==> src/verilog/rx_pkg.sv <==
// Constants, register map and shared types of the serial receiver
package rx_pkg;

  // ****************************************
  // Sampling
  // ****************************************
  localparam int unsigned OVERSAMPLE      = 16;
  localparam logic [3:0]  OS_FIRST_SAMPLE = 4'h6;
  localparam logic [3:0]  OS_DECIDE       = 4'h8;
  localparam logic [3:0]  BITS_EIGHT      = 4'h8;
  localparam logic [3:0]  BITS_NINE       = 4'h9;
  localparam int unsigned FIFO_DEPTH      = 2;

  // ****************************************
  // Register map
  // ****************************************
  localparam int unsigned ADDR_W     = 8;
  localparam logic [7:0]  OFS_CTRL   = 8'h00;
  localparam logic [7:0]  OFS_BAUD   = 8'h04;
  localparam logic [7:0]  OFS_STATUS = 8'h08;
  localparam logic [7:0]  OFS_DATA   = 8'h0c;
  localparam logic [7:0]  OFS_EVENT  = 8'h10;
  localparam logic [7:0]  OFS_MASK   = 8'h14;

  localparam int unsigned CTRL_SERIAL_PORT_ENABLE          = 0;
  localparam int unsigned CTRL_CONTINUOUS_RECEIVE_ENABLE   = 1;
  localparam int unsigned CTRL_SYNC                        = 2;
  localparam int unsigned CTRL_NINE                        = 3;
  localparam int unsigned CTRL_RECEIVE_INTERRUPT_ENABLE    = 4;
  localparam int unsigned CTRL_PERIPHERAL_INTERRUPT_ENABLE = 5;
  localparam int unsigned CTRL_GLOBAL_INTERRUPT_ENABLE     = 6;
  localparam int unsigned CTRL_W                           = 7;

  localparam int unsigned STAT_PEND = 0;
  localparam int unsigned STAT_FERR = 1;
  localparam int unsigned STAT_OERR = 2;
  localparam int unsigned STAT_BUSY = 3;

  localparam int unsigned EVT_CHAR = 0;
  localparam int unsigned EVT_FERR = 1;
  localparam int unsigned EVT_OVR  = 2;
  localparam int unsigned EVT_W    = 3;

  localparam logic [6:0]  CTRL_RESET = 7'h00;
  localparam logic [15:0] BAUD_RESET = 16'h0000;
  localparam logic [2:0]  MASK_RESET = 3'h0;

  // ****************************************
  // Types
  // ****************************************
  typedef struct packed {
    logic       frame_err;
    logic [8:0] data;
  } rx_char_t;

  typedef struct packed {
    logic              cyc;
    logic              stb;
    logic              we;
    logic [3:0]        sel;
    logic [ADDR_W-1:0] adr;
    logic [31:0]       dat;
  } wb_req_t;

  typedef struct packed {
    logic        ack;
    logic [31:0] dat;
  } wb_rsp_t;

  typedef enum logic [1:0] {RX_IDLE, RX_START, RX_DATA, RX_STOP} rx_state_t;

endpackage

==> src/verilog/rx_fifo.sv <==
// Receive character FIFO
`timescale 1ns/1ps
module rx_fifo #(
  parameter int unsigned DEPTH = rx_pkg::FIFO_DEPTH
) (
  input  wire logic             clk_i,
  input  wire logic             rst_i,
  input  wire logic             push_i,
  input  rx_pkg::rx_char_t      data_i,
  input  wire logic             pop_i,
  output rx_pkg::rx_char_t      head_o,
  output logic                  empty_o,
  output logic                  full_o
);
  import rx_pkg::*;

  localparam int unsigned PW = (DEPTH > 1) ? $clog2(DEPTH) : 1;
  localparam int unsigned CW = $clog2(DEPTH + 1);

  typedef struct packed {
    rx_char_t [DEPTH-1:0] mem;
    logic     [PW-1:0]    wptr;
    logic     [PW-1:0]    rptr;
    logic     [CW-1:0]    count;
  } fifo_state_t;

  fifo_state_t s_reg;
  fifo_state_t s_next;
  logic        do_push;
  logic        do_pop;

  function automatic logic [PW-1:0] ptr_inc(input logic [PW-1:0] p);
    if (p == PW'(DEPTH - 1)) begin
      return '0;
    end
    return p + PW'(1);
  endfunction

  assign empty_o = (s_reg.count == '0);
  assign full_o  = (s_reg.count == CW'(DEPTH));
  assign head_o  = s_reg.mem[s_reg.rptr];   // Oldest entry
  assign do_push = push_i & ~full_o;
  assign do_pop  = pop_i & ~empty_o;

  always_comb begin
    s_next = s_reg;
    if (do_push) begin
      s_next.mem[s_reg.wptr] = data_i;
      s_next.wptr            = ptr_inc(s_reg.wptr);
    end
    if (do_pop) begin
      s_next.rptr = ptr_inc(s_reg.rptr);
    end
    s_next.count = s_reg.count + CW'(do_push) - CW'(do_pop);
  end

  always_ff @(posedge clk_i) begin
    if (rst_i) begin
      s_reg <= '0;
    end else begin
      s_reg <= s_next;
    end
  end
endmodule

==> src/verilog/serial_receiver.sv <==
// Asynchronous serial receiver with Wishbone register access
`timescale 1ns/1ps
module serial_receiver (
  input  wire logic      clk_i,
  input  wire logic      rst_i,
  input  rx_pkg::wb_req_t wb_i,
  output rx_pkg::wb_rsp_t wb_o,
  input  wire logic      receive_pin_i,
  output logic           receive_pending_o,
  output logic           irq_o
);
  import rx_pkg::*;

  // ****************************************
  // State
  // ****************************************
  typedef struct packed {
    rx_state_t         st;
    logic [15:0]       div_cnt;
    logic [3:0]        os_cnt;
    logic [3:0]        bit_cnt;
    logic [8:0]        receive_shift_register;
    logic [2:0]        smp;
    logic              rx_prev;
    logic [CTRL_W-1:0] ctrl;
    logic [15:0]       baud;
    logic [EVT_W-1:0]  evt;
    logic [EVT_W-1:0]  mask;
    logic              overrun;
    logic              ack;
    logic [31:0]       rdata;
    logic              push;
    rx_char_t          push_char;
  } rx_main_state_t;

  rx_main_state_t s_reg;
  rx_main_state_t s_next;

  rx_char_t         fifo_head;
  logic             fifo_empty;
  logic             fifo_full;
  logic             pop;
  logic             rx_enabled;
  logic             tick;
  logic             decide;
  logic             maj;
  logic             access;
  logic             stop_store;
  logic [3:0]       nbits;
  logic [EVT_W-1:0] new_evt;

  function automatic logic maj3(input logic [2:0] v);
    return (v[0] & v[1]) | (v[0] & v[2]) | (v[1] & v[2]);
  endfunction

  function automatic logic [31:0] put_byte(input logic [31:0] old,
                                           input logic [31:0] wdat,
                                           input logic [3:0]  sel);
    logic [31:0] r;
    r = old;
    for (int i = 0; i < 4; i++) begin
      if (sel[i]) begin
        r[i*8 +: 8] = wdat[i*8 +: 8];
      end
    end
    return r;
  endfunction

  // ****************************************
  // Character FIFO
  // ****************************************
  rx_fifo #(
    .DEPTH (FIFO_DEPTH)
  ) u_fifo (
    .clk_i   (clk_i),
    .rst_i   (rst_i),
    .push_i  (s_reg.push),
    .data_i  (s_reg.push_char),
    .pop_i   (pop),
    .head_o  (fifo_head),
    .empty_o (fifo_empty),
    .full_o  (fifo_full)
  );

  // ****************************************
  // Decoded terms
  // ****************************************
  assign rx_enabled = s_reg.ctrl[CTRL_CONTINUOUS_RECEIVE_ENABLE] &
                      ~s_reg.ctrl[CTRL_SYNC] &
                      s_reg.ctrl[CTRL_SERIAL_PORT_ENABLE];
  assign tick       = (s_reg.div_cnt == 16'h0000);
  assign decide     = tick & (s_reg.os_cnt == OS_DECIDE);
  assign maj        = maj3({s_reg.smp[1:0], receive_pin_i});
  assign nbits      = s_reg.ctrl[CTRL_NINE] ? BITS_NINE : BITS_EIGHT;
  assign access     = wb_i.cyc & wb_i.stb & ~s_reg.ack;
  assign pop        = access & ~wb_i.we & (wb_i.adr == OFS_DATA) &
                      ~fifo_empty;
  assign stop_store = (s_reg.st == RX_STOP) & decide &
                      ~(fifo_full & ~pop);

  // Pending flag depends on FIFO contents and the port enable, receive enable and sync controls only
  assign receive_pending_o = rx_enabled & ~fifo_empty;

  // Interrupt gated by the enables
  assign irq_o = s_reg.ctrl[CTRL_GLOBAL_INTERRUPT_ENABLE] &
                 s_reg.ctrl[CTRL_PERIPHERAL_INTERRUPT_ENABLE] &
                 ((s_reg.ctrl[CTRL_RECEIVE_INTERRUPT_ENABLE] &
                   receive_pending_o) |
                  (|(s_reg.evt & s_reg.mask)));

  assign wb_o.ack = s_reg.ack;
  assign wb_o.dat = s_reg.rdata;

  // ****************************************
  // Next state
  // ****************************************
  always_comb begin
    s_next         = s_reg;
    new_evt        = '0;
    s_next.push    = 1'b0;
    s_next.rx_prev = receive_pin_i;

    // Baud tick divider, one tick per sixteenth of a bit
    if (tick) begin
      s_next.div_cnt = s_reg.baud;
    end else begin
      s_next.div_cnt = s_reg.div_cnt - 16'h0001;
    end

    if (tick && s_reg.st != RX_IDLE) begin
      s_next.os_cnt = s_reg.os_cnt + 4'h1;
      if (s_reg.os_cnt >= OS_FIRST_SAMPLE &&
          s_reg.os_cnt <= OS_DECIDE) begin
        s_next.smp = {s_reg.smp[1:0], receive_pin_i};
      end
    end

    case (s_reg.st)
      RX_IDLE: begin
        s_next.os_cnt = 4'h0;
        // Overrun holds the receiver here
        if (rx_enabled && !s_reg.overrun &&
            s_reg.rx_prev && !receive_pin_i) begin
          s_next.st      = RX_START;
          s_next.div_cnt = s_reg.baud;
        end
      end
      RX_START: begin
        if (decide) begin
          s_next.bit_cnt = 4'h0;
          if (maj) begin
            s_next.st = RX_IDLE;
          end else begin
            s_next.st = RX_DATA;
          end
        end
      end
      RX_DATA: begin
        if (decide) begin
          s_next.receive_shift_register =
            {maj, s_reg.receive_shift_register[8:1]};
          s_next.bit_cnt = s_reg.bit_cnt + 4'h1;
          if (s_reg.bit_cnt + 4'h1 == nbits) begin
            s_next.st = RX_STOP;
          end
        end
      end
      RX_STOP: begin
        if (decide) begin
          s_next.st = RX_IDLE;
          s_next.push_char.frame_err = ~maj;
          if (s_reg.ctrl[CTRL_NINE]) begin
            s_next.push_char.data = s_reg.receive_shift_register;
          end else begin
            s_next.push_char.data =
              {1'b0, s_reg.receive_shift_register[8:1]};
          end
          new_evt[EVT_CHAR] = 1'b1;
          new_evt[EVT_FERR] = ~maj;
          if (stop_store) begin
            s_next.push = 1'b1;
          end else begin
            s_next.overrun    = 1'b1;
            new_evt[EVT_OVR]  = 1'b1;
          end
        end
      end
      default: begin
        s_next.st = RX_IDLE;
      end
    endcase

    if (!rx_enabled) begin
      s_next.st = RX_IDLE;
    end
    // Clearing continuous receive clears the overrun
    if (!s_reg.ctrl[CTRL_CONTINUOUS_RECEIVE_ENABLE]) begin
      s_next.overrun = 1'b0;
    end

    // Bus slave, answer one cycle after the request
    s_next.ack = access;
    if (access) begin
      s_next.rdata = 32'h0000_0000;
      if (wb_i.we) begin
        // Data and status writes are dropped
        case (wb_i.adr)
          OFS_CTRL: begin
            s_next.ctrl = CTRL_W'(put_byte(32'(s_reg.ctrl), wb_i.dat,
                                           wb_i.sel));
          end
          OFS_BAUD: begin
            s_next.baud = 16'(put_byte(32'(s_reg.baud), wb_i.dat,
                                       wb_i.sel));
          end
          OFS_MASK: begin
            s_next.mask = EVT_W'(put_byte(32'(s_reg.mask), wb_i.dat,
                                          wb_i.sel));
          end
          default: begin
            s_next.rdata = 32'h0000_0000;
          end
        endcase
      end else begin
        case (wb_i.adr)
          OFS_CTRL:   s_next.rdata = 32'(s_reg.ctrl);
          OFS_BAUD:   s_next.rdata = 32'(s_reg.baud);
          OFS_STATUS: begin
            s_next.rdata[STAT_PEND] = receive_pending_o;
            s_next.rdata[STAT_FERR] = ~fifo_empty & fifo_head.frame_err;
            s_next.rdata[STAT_OERR] = s_reg.overrun;
            s_next.rdata[STAT_BUSY] = (s_reg.st != RX_IDLE);
          end
          OFS_DATA: begin
            if (!fifo_empty) begin
              s_next.rdata = 32'(fifo_head);
            end
          end
          OFS_EVENT:  s_next.rdata = 32'(s_reg.evt);
          OFS_MASK:   s_next.rdata = 32'(s_reg.mask);
          default:    s_next.rdata = 32'h0000_0000;
        endcase
      end
    end

    // Event bits: read clears, a new event wins over the clear
    if (access && !wb_i.we && wb_i.adr == OFS_EVENT) begin
      s_next.evt = new_evt;
    end else begin
      s_next.evt = s_reg.evt | new_evt;
    end
  end

  always_ff @(posedge clk_i) begin
    if (rst_i) begin
      s_reg      <= '0;
      s_reg.ctrl <= CTRL_RESET;
      s_reg.baud <= BAUD_RESET;
      s_reg.mask <= MASK_RESET;
    end else begin
      s_reg <= s_next;
    end
  end
endmodule
==> config.mk <==
export PLATFORM = sky130hd
export DESIGN_NAME = serial_receiver
export DESIGN_NICKNAME = d
export VERILOG_FILES = /design/src/verilog/rx_pkg.sv /design/src/verilog/rx_fifo.sv /design/src/verilog/serial_receiver.sv
export SDC_FILE = /design/constraint.sdc
export NUM_CORES = 1
export LEC_CHECK = 0
export ABC_AREA = 1
export ABC_CLOCK_PERIOD_IN_PS = 5340
export BUFFER_PORTS_ARGS = -buffer_cell sky130_fd_sc_hd__clkbuf_2
export CORE_ASPECT_RATIO = 0.7
export CORE_MARGIN = 2
export CORE_UTILIZATION = 58
export DETAILED_ROUTE_END_ITERATION = 12
export PLACE_DENSITY = 0.85
export SYNTH_ARGS = -nofsm -noshare
export SYNTH_HDL_FRONTEND = slang
export SYNTH_SLANG_ARGS = --single-unit
==> constraint.sdc <==
create_clock -name clk_i -period 5.34 [get_ports clk_i]
set_input_delay 0.534 -clock clk_i [delete_from_list [all_inputs] [get_ports clk_i]]
set_output_delay 0.534 -clock clk_i [all_outputs]
set_load 0.005 [all_outputs]
==> results of run 1 <==
-- placed cells by master (no fill, tap or decap), drive strengths merged --
cell type,count
clkinv,8
clkbuf,67
o211ai,4
nor3b,1
clkinvlp,3
ha,6
nor3,5
o21a,1
inv,92
conb,16
bufinv,2
dfxtp,120
nor2,140
a211oi,1
a21oi,83
nand2,195
nand4,3
o21ai,86
xnor2,3
a22o,1
buf,2
nand3,45
xor2,10
-- power by group --
part	total [mW]	switching, mW	internal [mW]
Clock	1.15	0.454	0.694
Combinational	0.543	0.354	0.190
Sequential	0.996	0.0478	0.948
Total	2.69	0.855	1.83
-- routing by layer --
metal | up-vias | GRT usage (%) | part of all wire [%]
li1 | 2742 | - | -
met1 | 2429 | 38.1 | 50
met3 | 29 | 4.47 | 7.5
met4 | 0 | 10.4 | 1.9
met2 | 253 | 36.9 | 41
met5 | - | 0 | 0
-- cell families (layout without fill, tap and decap cells) --
logic type,after synthesis,in the layout,share of synthesized area (%)
buffers and inverters,147,174,11.8
XOR/XNOR,13,13,1.92
AND/OR/NAND/NOR,389,389,28.5
AO/OA/AOI/OAI,176,176,16.0
flip-flops,120,120,40.5
other,1,16,0.0632
adder cells (fa/ha/maj),6,6,1.26
-- worst min-delay path, stage by stage --
cell and delay [ns]:
clkbuf_2 0.07, nor2_1 0.03, nor2_1 0.08
-- cell type report --
type	instances	share of cell area (%)
Inverter	90	5.08
Timing Repair Buffer	52	3.99
Sequential cell	120	36.2
Clock inverter	15	2.50
Multi-Input combinational cell	600	43.5
Clock buffer	17	6.40
Tap cell	128	2.41
-- final timing paths --
path | from | endpoint | slack [ns] | cells past startpoint
max | u_fifo.s_reg[1] | irq_o | 2.79 | 7
min | wb_i[12] | s_reg[63] | 0.33 | 3
max reg2reg | wb_o[32] | u_fifo.s_reg[1] | 3.05 | 11
min reg2reg | u_fifo.s_reg[8] | u_fifo.s_reg[8] | 0.45 | 2
==> impl_metrics.yaml, run 1 <==
grt:
  overflow: 0
  antenna_found_initial: 0
  grtUsageTotal_pct: 25.6
  grt_max_degree: 66
  grt_pass1_vias: 4564
  grt_pass1_wl_um: 22500
finish:
  syn_to_final_growth_pct: 12.0
  antenna_cells: 0
  fin_cells: 1022
  nets: 937
  utilization_pct: 67.6
  fin_area_um2: 6650
  multiInputGateArea_um2: 2890
  fill_cells: 825
  seq_area_um2: 2400
  largest_reg_flops: 78
  layout-drive-gt1-share_pct: 16.6
sta:
  setup_ws_ns: 2.79
  setup_violations: 0
  slew_violations: 0
  relSlewSlack_pct: 55.8
  tightest_slew_ns: 0.663
  hold_viol_final: 0
  hold_ws_ns: 0.332
  period_share_pct: 47.7
  finalClockSkew_ns: 0.00619
  rsz0062_at_grt: "no"
  fin_crit_ns: 2.55
  finalSetupTns_ns: 0
  max_freq_mhz: 393
critical_path:
  worstSetupPathType: "reg2out"
  crit_arrival_ns: 2.01
  end_kind: "output pin"
  cp_data_required_time_ns: 4.81
  cp_slowest_cell: "dfxtp_1"
  path_cells: "inv_1, nand2_2, inv_1, nor2_1, nand2_1, a21oi_1, clkbuf_2"
  cp_slowest_stage_delay_ns: 0.40
  cp_max_fo: 9
  worstPathBufferInverterCount: 3
  cp_top_family: "simple AND/OR/NAND/NOR gates"
  startpoint_type: "register"
  path_common_cell: "inv_1"
place:
  postPlaceCellArea_um2: 6050
  port_buffers: 50
  pre_cts_ws_ns: 2.75
  gp_congestion: 0.913
  dp_cells: 990
  hpwl_um: 9540
clocking:
  postCtsHoldBufs: 0
  cts-resized-gates: 0
  cts_root_buf: "clkbuf_16"
  numCtsBuffers: 17
  clockBufferDepth: 2
  clk_latency_ns: 0.42
  h-tree-depth: 4
  clock-sinks: 120
  cts_setup_buffers: 0
  clk_pin_slew_ns: 0.06
  cts_tree: "done"
die:
  io_pins: 85
  die_h_um: 88.6
  core_um2: 9830
  initial_core_util_pct: 60.4
  core.rowCount: 30
  die_x_um: 125
  die_area_um2: 11100
logic_synthesis:
  seq_area_frac_synth_pct: 40.5
  ys.warnings.count: 0
  syn_area_per_cell_um2: 6.97
  yosysUniqueCellTypes: 33
  synth-async-reset-ratio_pct: 0
  ys_top_cells_by_area: "dfxtp_1 (40%), nand2_1 (11%), nor2_1 (7.7%), o21ai_0 (6.2%), a21oi_1 (6.0%)"
  synth_seq_cells: 120
  synth_area_um2: 5940
  synth_commonest_cells: "nand2_1 (181), nor2_1 (121), dfxtp_1 (120), o21ai_0 (74)"
  synth-edff-count: 0
  synth.top_cell.area_share_pct: 40.5
  netlist.top_cell.by_area: "dfxtp_1"
  ys.flop_type: "dfxtp_1"
  synth.most_common_cell: "nand2_1"
  synthCells: 852
routing:
  wl_per_cell_um: 13.7
  wirelength_um: 14000
  firstDrtPassIters: 5
  drc: 0
  vias_per_cell: 5.34
  ant_nets: 0
  dr_total_vias: 5453
  drt_iter0_drc: 592
status:
  status: "complete, no violations"
pwr:
  fin_total_pwr_mw: 2.69
  ir_worst_vdd_uv: 216
  p_leak_nw: 2.76
  power.density_nw_per_um2: 405
run:
  max_cap_viol_count: 0
hold_path:
  hp-class: "in2reg"
Note: power is estimated with default switching activity, not from simulation.
==> inputs of run 2 (changes only) <==
- ABC_CLOCK_PERIOD_IN_PS: 5340 -> 2650
- CORE_UTILIZATION: 58 -> 57
- PLACE_DENSITY: 0.85 -> 0.83
- clock period: 5.34 -> 2.65 ns (I/O delays scaled with it)
==> run 2 against run 1 <==
- core utilization fell by 2.8 points
- combinational power grew 99%
- highest routed layer unchanged
- non-clock buffer count up 1
- first-iteration DRC count up 6.6%
- final cell count rose by 0.49%
- sequential share of layout area about the same
==> impl_metrics.yaml, run 2 (synthesis results as in run 1) <==
critical_path:
  ff2ff_path_depth: 11
  cp_max_fo: 18
  r2r_slack_ns: 0.29
  end_kind: "register"
  crit_arrival_ns: 2.71
  startpoint_type: "register"
  r2r_start: "wb_o[32]"
  cp-startpoint: "wb_o[32]"
  reg2reg_to: "u_fifo.s_reg[1]"
  endpoint: "u_fifo.s_reg[1]"
  cp_data_required_time_ns: 3.00
  worstSetupPathType: "reg2reg"
place:
  port_buffers: 50
  postPlaceCellArea_um2: 6070
  hpwl_um: 9600
  gp_congestion: 0.935
sta:
  tightest_slew_ns: 0.644
  max_freq_mhz: 424
  period_share_pct: 89.0
  rsz0062_at_grt: "no"
  relSlewSlack_pct: 57.1
  fin_crit_ns: 2.36
  finalSetupTns_ns: 0
  setup_violations: 0
  finalClockSkew_ns: 0.00538
  hold_viol_final: 0
  slew_violations: 0
clocking:
  clk_latency_ns: 0.42
  clockBufferDepth: 2
  cts_tree: "done"
  numCtsBuffers: 17
  cts_root_buf: "clkbuf_16"
  clock-sinks: 120
  cts_setup_buffers: 0
  postCtsHoldBufs: 0
  cts-resized-gates: 0
  clk_pin_slew_ns: 0.06
  h-tree-depth: 4
routing:
  ant_nets: 0
  wl_per_cell_um: 13.7
  drc: 0
  dr_wl_met3_um: 1040
  met2_length_um: 5840
  highest_layer: "met4"
  wl_met1_um: 7000
  wirelength_um: 14100
  dr_total_vias: 5382
  vias_per_cell: 5.24
  drt_iter0_drc: 631
  firstDrtPassIters: 5
finish:
  nets: 938
  mostFrequentLayoutCell: "nand2_1"
  layout-drive-gt1-share_pct: 16.6
  utilization_pct: 64.8
  fin_area_um2: 6640
  syn_to_final_growth_pct: 11.8
  antenna_cells: 0
  largest_reg_flops: 78
  final_cell_mix: "nand2_1 (181), nor2_1 (121), dfxtp_1 (120)"
hold_path:
  whs_path_depth: 3
  hp-class: "in2reg"
grt:
  grtUsageTotal_pct: 25.4
  grt_pass1_wl_um: 22600
  grt_max_degree: 68
  overflow: 0
  grt_pass1_vias: 4561
  antenna_found_initial: 0
pwr:
  fin_total_pwr_mw: 5.30
  ir_worst_vdd_uv: 608
  p_leak_nw: 2.76
  power.density_nw_per_um2: 799
die:
  initial_core_util_pct: 58.0
  die_area_um2: 11300
  core.rowCount: 31
  io_pins: 85
  die_h_um: 89.4
  die_x_um: 126
  core_um2: 10200
run:
  max_cap_viol_count: 0
status:
  status: "complete, no violations"
-- run 2: cell types whose count changed in the layout (fill, tap and decap cells not counted), sizes merged --
cell / delta
clkinv: +1
bufinv: -1
buf: +1
-- run 2: area by class of cell --
| class | count | area (um^2) |
|---|---|---|
| inverters | 90 | 338 |
| well taps | 132 | 165 |
| repair buffers | 53 | 273 |
| fillers | 889 | 3600 |
| clock buffers | 17 | 425 |
| multi-input cells | 600 | 2890 |
| clock inverters | 15 | 145 |
| flip-flops and latches | 120 | 2400 |
-- run 2: layer usage --
layer  up-vias  global-route usage [%]
met2       222                    36.6
li1       2733                       -
met1      2406                    37.7
met5         -                       0
met3        21                    6.46
met4         0                    6.99
-- run 2: metrics by stage --
| stage | cells | worst slack [ns] | hold WS, ns |
|---|---|---|---|
| 4_1_cts | 1027 | 0.321 | 0.0633 |
| 5_1_grt | 1027 | 0.0575 | 0.0730 |
| 6_report | 1027 | 0.292 | 0.0720 |
| 3_3_place_gp | 995 | 0.414 | 0.439 |
| 3_5_place_dp | 995 | 0.265 | 0.444 |
| 2_1_floorplan | 867 | 0.747 | 0.398 |
-- run 2: where the power goes --
group / total, mW / switching (mW) / internal [mW] / leakage [nW]
combinational: 1.08 / 0.696 / 0.382 / 1.52
clock: 2.22 / 0.911 / 1.31 / 0.271
sequential: 2.00 / 0.0938 / 1.91 / 0.970
-- run 2: how the worst min path moves through the flow --
stage,end,startpoint,slack [ns]
2_1_floorplan,s_reg[74],receive_pin_i,0.40
3_3_place_gp,u_fifo.s_reg[8],u_fifo.s_reg[8],0.44
3_5_place_dp,u_fifo.s_reg[12],u_fifo.s_reg[12],0.44
4_1_cts,s_reg[61],wb_i[10],0.06
5_1_grt,s_reg[60],wb_i[9],0.07
6_report,s_reg[63],wb_i[12],0.07
-- run 2: critical path, stage by stage (launching register included) --
cell	delay (ns)
dfxtp_1	0.32
nor2_2	0.26
inv_2	0.20
nor2_2	0.25
inv_2	0.08
nor3_1	0.29
ha_1	0.29
inv_1	0.06
ha_1	0.14
xor2_1	0.18
o21ai_0	0.09
a21oi_1	0.14
==> inputs of run 3 (changes only) <==
- ABC_AREA: 1 -> default
- CORE_MARGIN: 2 -> default
- PLACE_DENSITY: 0.83 -> 0.84
==> run 3 against run 2 <==
- sequential cell count is the same
- total power down 1.2%
- sequential power is essentially flat
- global-route usage rose by 3.8 points
- clock skew up 0.0016 ns
- critical endpoint is now irq_o
==> impl_metrics.yaml, run 3 <==
finish:
  nets: 729
  syn_to_final_growth_pct: 14.9
  mostFrequentLayoutCell: "dfxtp_1"
  fin_cells: 814
  antenna_cells: 0
  final_cell_mix: "dfxtp_1 (120), nor2_1 (101), mux2i_1 (58)"
  layout-drive-gt1-share_pct: 17.5
  fill_cells: 714
  largest_reg_flops: 78
routing:
  ant_nets: 0
  wl_per_cell_um: 17.6
  drc: 0
  wirelength_um: 14300
  dr_total_vias: 4891
  vias_per_cell: 6.01
  firstDrtPassIters: 5
  drt_iter0_drc: 471
sta:
  finalSetupTns_ns: 0
  max_freq_mhz: 448
  relSlewSlack_pct: 49.1
  finalClockSkew_ns: 0.00700
  rsz0062_at_grt: "no"
  fin_crit_ns: 2.23
  period_share_pct: 84.2
  hold_viol_final: 0
  hold_ws_ns: 0.0824
  setup_violations: 0
  slew_violations: 0
  tightest_slew_ns: 0.763
logic_synthesis:
  synth.most_common_cell: "dfxtp_1"
  syn_area_per_cell_um2: 8.86
  ys.flop_type: "dfxtp_1"
  ys.warnings.count: 0
  yosysUniqueCellTypes: 58
  synth_seq_cells: 120
  synth_area_um2: 5680
  seq_area_frac_synth_pct: 42.3
  synthCells: 641
  ys_top_cells_by_area: "dfxtp_1 (42%), mux2i_1 (10%), nor2_1 (6.7%), buf_4 (4.4%), nand2_1 (3.1%)"
  synth_commonest_cells: "dfxtp_1 (120), nor2_1 (101), mux2i_1 (58), nand2_1 (47), a21oi_1 (34)"
  synth.top_cell.area_share_pct: 42.3
  netlist.top_cell.by_area: "dfxtp_1"
  synth-edff-count: 0
  synth-async-reset-ratio_pct: 0
die:
  die_area_um2: 10400
  core_um2: 9680
  die_h_um: 85.5
  initial_core_util_pct: 58.6
  die_x_um: 121
  core.rowCount: 30
  io_pins: 85
grt:
  overflow: 0
  grt_pass1_wl_um: 23200
  grtUsageTotal_pct: 29.2
  grt_max_degree: 75
  antenna_found_initial: 0
  grt_pass1_vias: 4665
clocking:
  cts-resized-gates: 0
  cts_root_buf: "clkbuf_16"
  cts_tree: "done"
  clockBufferDepth: 2
  numCtsBuffers: 17
  postCtsHoldBufs: 0
  clk_pin_slew_ns: 0.06
  h-tree-depth: 4
  clock-sinks: 120
  clk_latency_ns: 0.42
  cts_setup_buffers: 0
pwr:
  swShare_pct: 25.2
  p_seq_share_pct: 37.8
  power.density_nw_per_um2: 803
  p_int_mw: 3.92
  fin_total_pwr_mw: 5.24
  p_leak_nw: 2.60
  clockPowerShare_pct: 47.7
  ir_worst_vdd_uv: 562
  combPwrFrac_pct: 14.6
  p_sw_mw: 1.32
place:
  dp_cells: 782
  port_buffers: 50
  hpwl_um: 9600
  gp_congestion: 0.864
critical_path:
  worstSetupPathType: "reg2out"
  cp_max_fo: 5
  startpoint_type: "register"
  crit_arrival_ns: 1.97
  end_kind: "output pin"
  cp_data_required_time_ns: 2.38
hold_path:
  hp-class: "in2reg"
run:
  max_cap_viol_count: 0
status:
  status: "complete, no violations"
[run 3: changes by cell type in the layout (fill, tap and decap cells not counted), moves of 11 or more]
| cell | delta |
|---|---|
| inv_2 | -16 |
| nand2_2 | -12 |
| o21ai_0 | -56 |
| nand2_1 | -134 |
| a21oi_1 | -38 |
| buf_4 | +15 |
| a21oi_2 | -11 |
| inv_1 | -63 |
| mux2i_1 | +58 |
| a211oi_1 | +21 |
| nor2_1 | -20 |
| nand3_1 | -27 |
[run 3: final cells by class]
class                      instances  area, um^2  share of cell area [%]
inverter                           8        30.0                   0.460
sequential                       120        2400                    36.8
multi-input combinational        459        2910                    44.6
clock buffer                      25         505                    7.75
clock inverter                     7         138                    2.11
tap                              128         160                    2.46
timing repair buffer              67         380                    5.83
[run 3: cells by family after synthesis]
family                     Yosys count  share of synthesized area, %
buffers and inverters               77                          7.54
other                                1                        0.0661
adders and majority gates            7                          1.50
and+or+nand+nor                    225                          19.3
xor gates and xnor gates            22                          3.39
DFF                                120                          42.3
muxes                               67                          12.0
AOI/OAI and AO/OA                  122                          13.8
[run 3: power groups by stage]
| stage | Sequential, mW | Clock (mW) | Combinational, mW |
|---|---|---|---|
| detailed placement | 2.01 | 0 | 0.744 |
| global route | 1.99 | 2.59 | 0.836 |
| global placement | 2.00 | 0 | 0.711 |
| finish | 1.98 | 2.50 | 0.763 |
| floorplan | 1.99 | 0 | 0.593 |
| CTS | 1.97 | 2.51 | 0.756 |
[run 3: final timing paths]
kind	startpoint	to	slack, ns	cells after the start
min	wb_i[10]	s_reg[61]	0.08	3
max reg2reg	s_reg[99]	s_reg[111]	0.45	6
min reg2reg	wb_o[6]	wb_o[6]	0.45	2
max	s_reg[67]	irq_o	0.42	5
[run 3: per-layer routing]
metal	up-vias	wire length (um)	track usage [%]
li1	2273	-	-
met1	2341	6230	38.3
met3	33	1260	8.11
met4	0	284	12.1
met5	-	0	0
met2	244	6580	45.3
[run 3: metrics by stage]
| stage | worst slack (ns) | utilization [%] | cell area (um^2) |
|---|---|---|---|
| after floorplan | 0.427 | - | 5730 |
| after global placement | 0.474 | 60.7 | 5880 |
| after detailed placement | 0.253 | 60.7 | 5880 |
| after CTS | 0.455 | 67.4 | 6520 |
| after global routing | 0.293 | 67.4 | 6520 |
| final | 0.418 | 67.4 | 6520 |
[run 3: critical path: stages, from the launching register on]
cell,delay (ns)
dfxtp_1,0.40
nand3b_1,0.27
nor2_1,0.42
nand2_1,0.10
a21oi_1,0.22
clkbuf_2,0.15
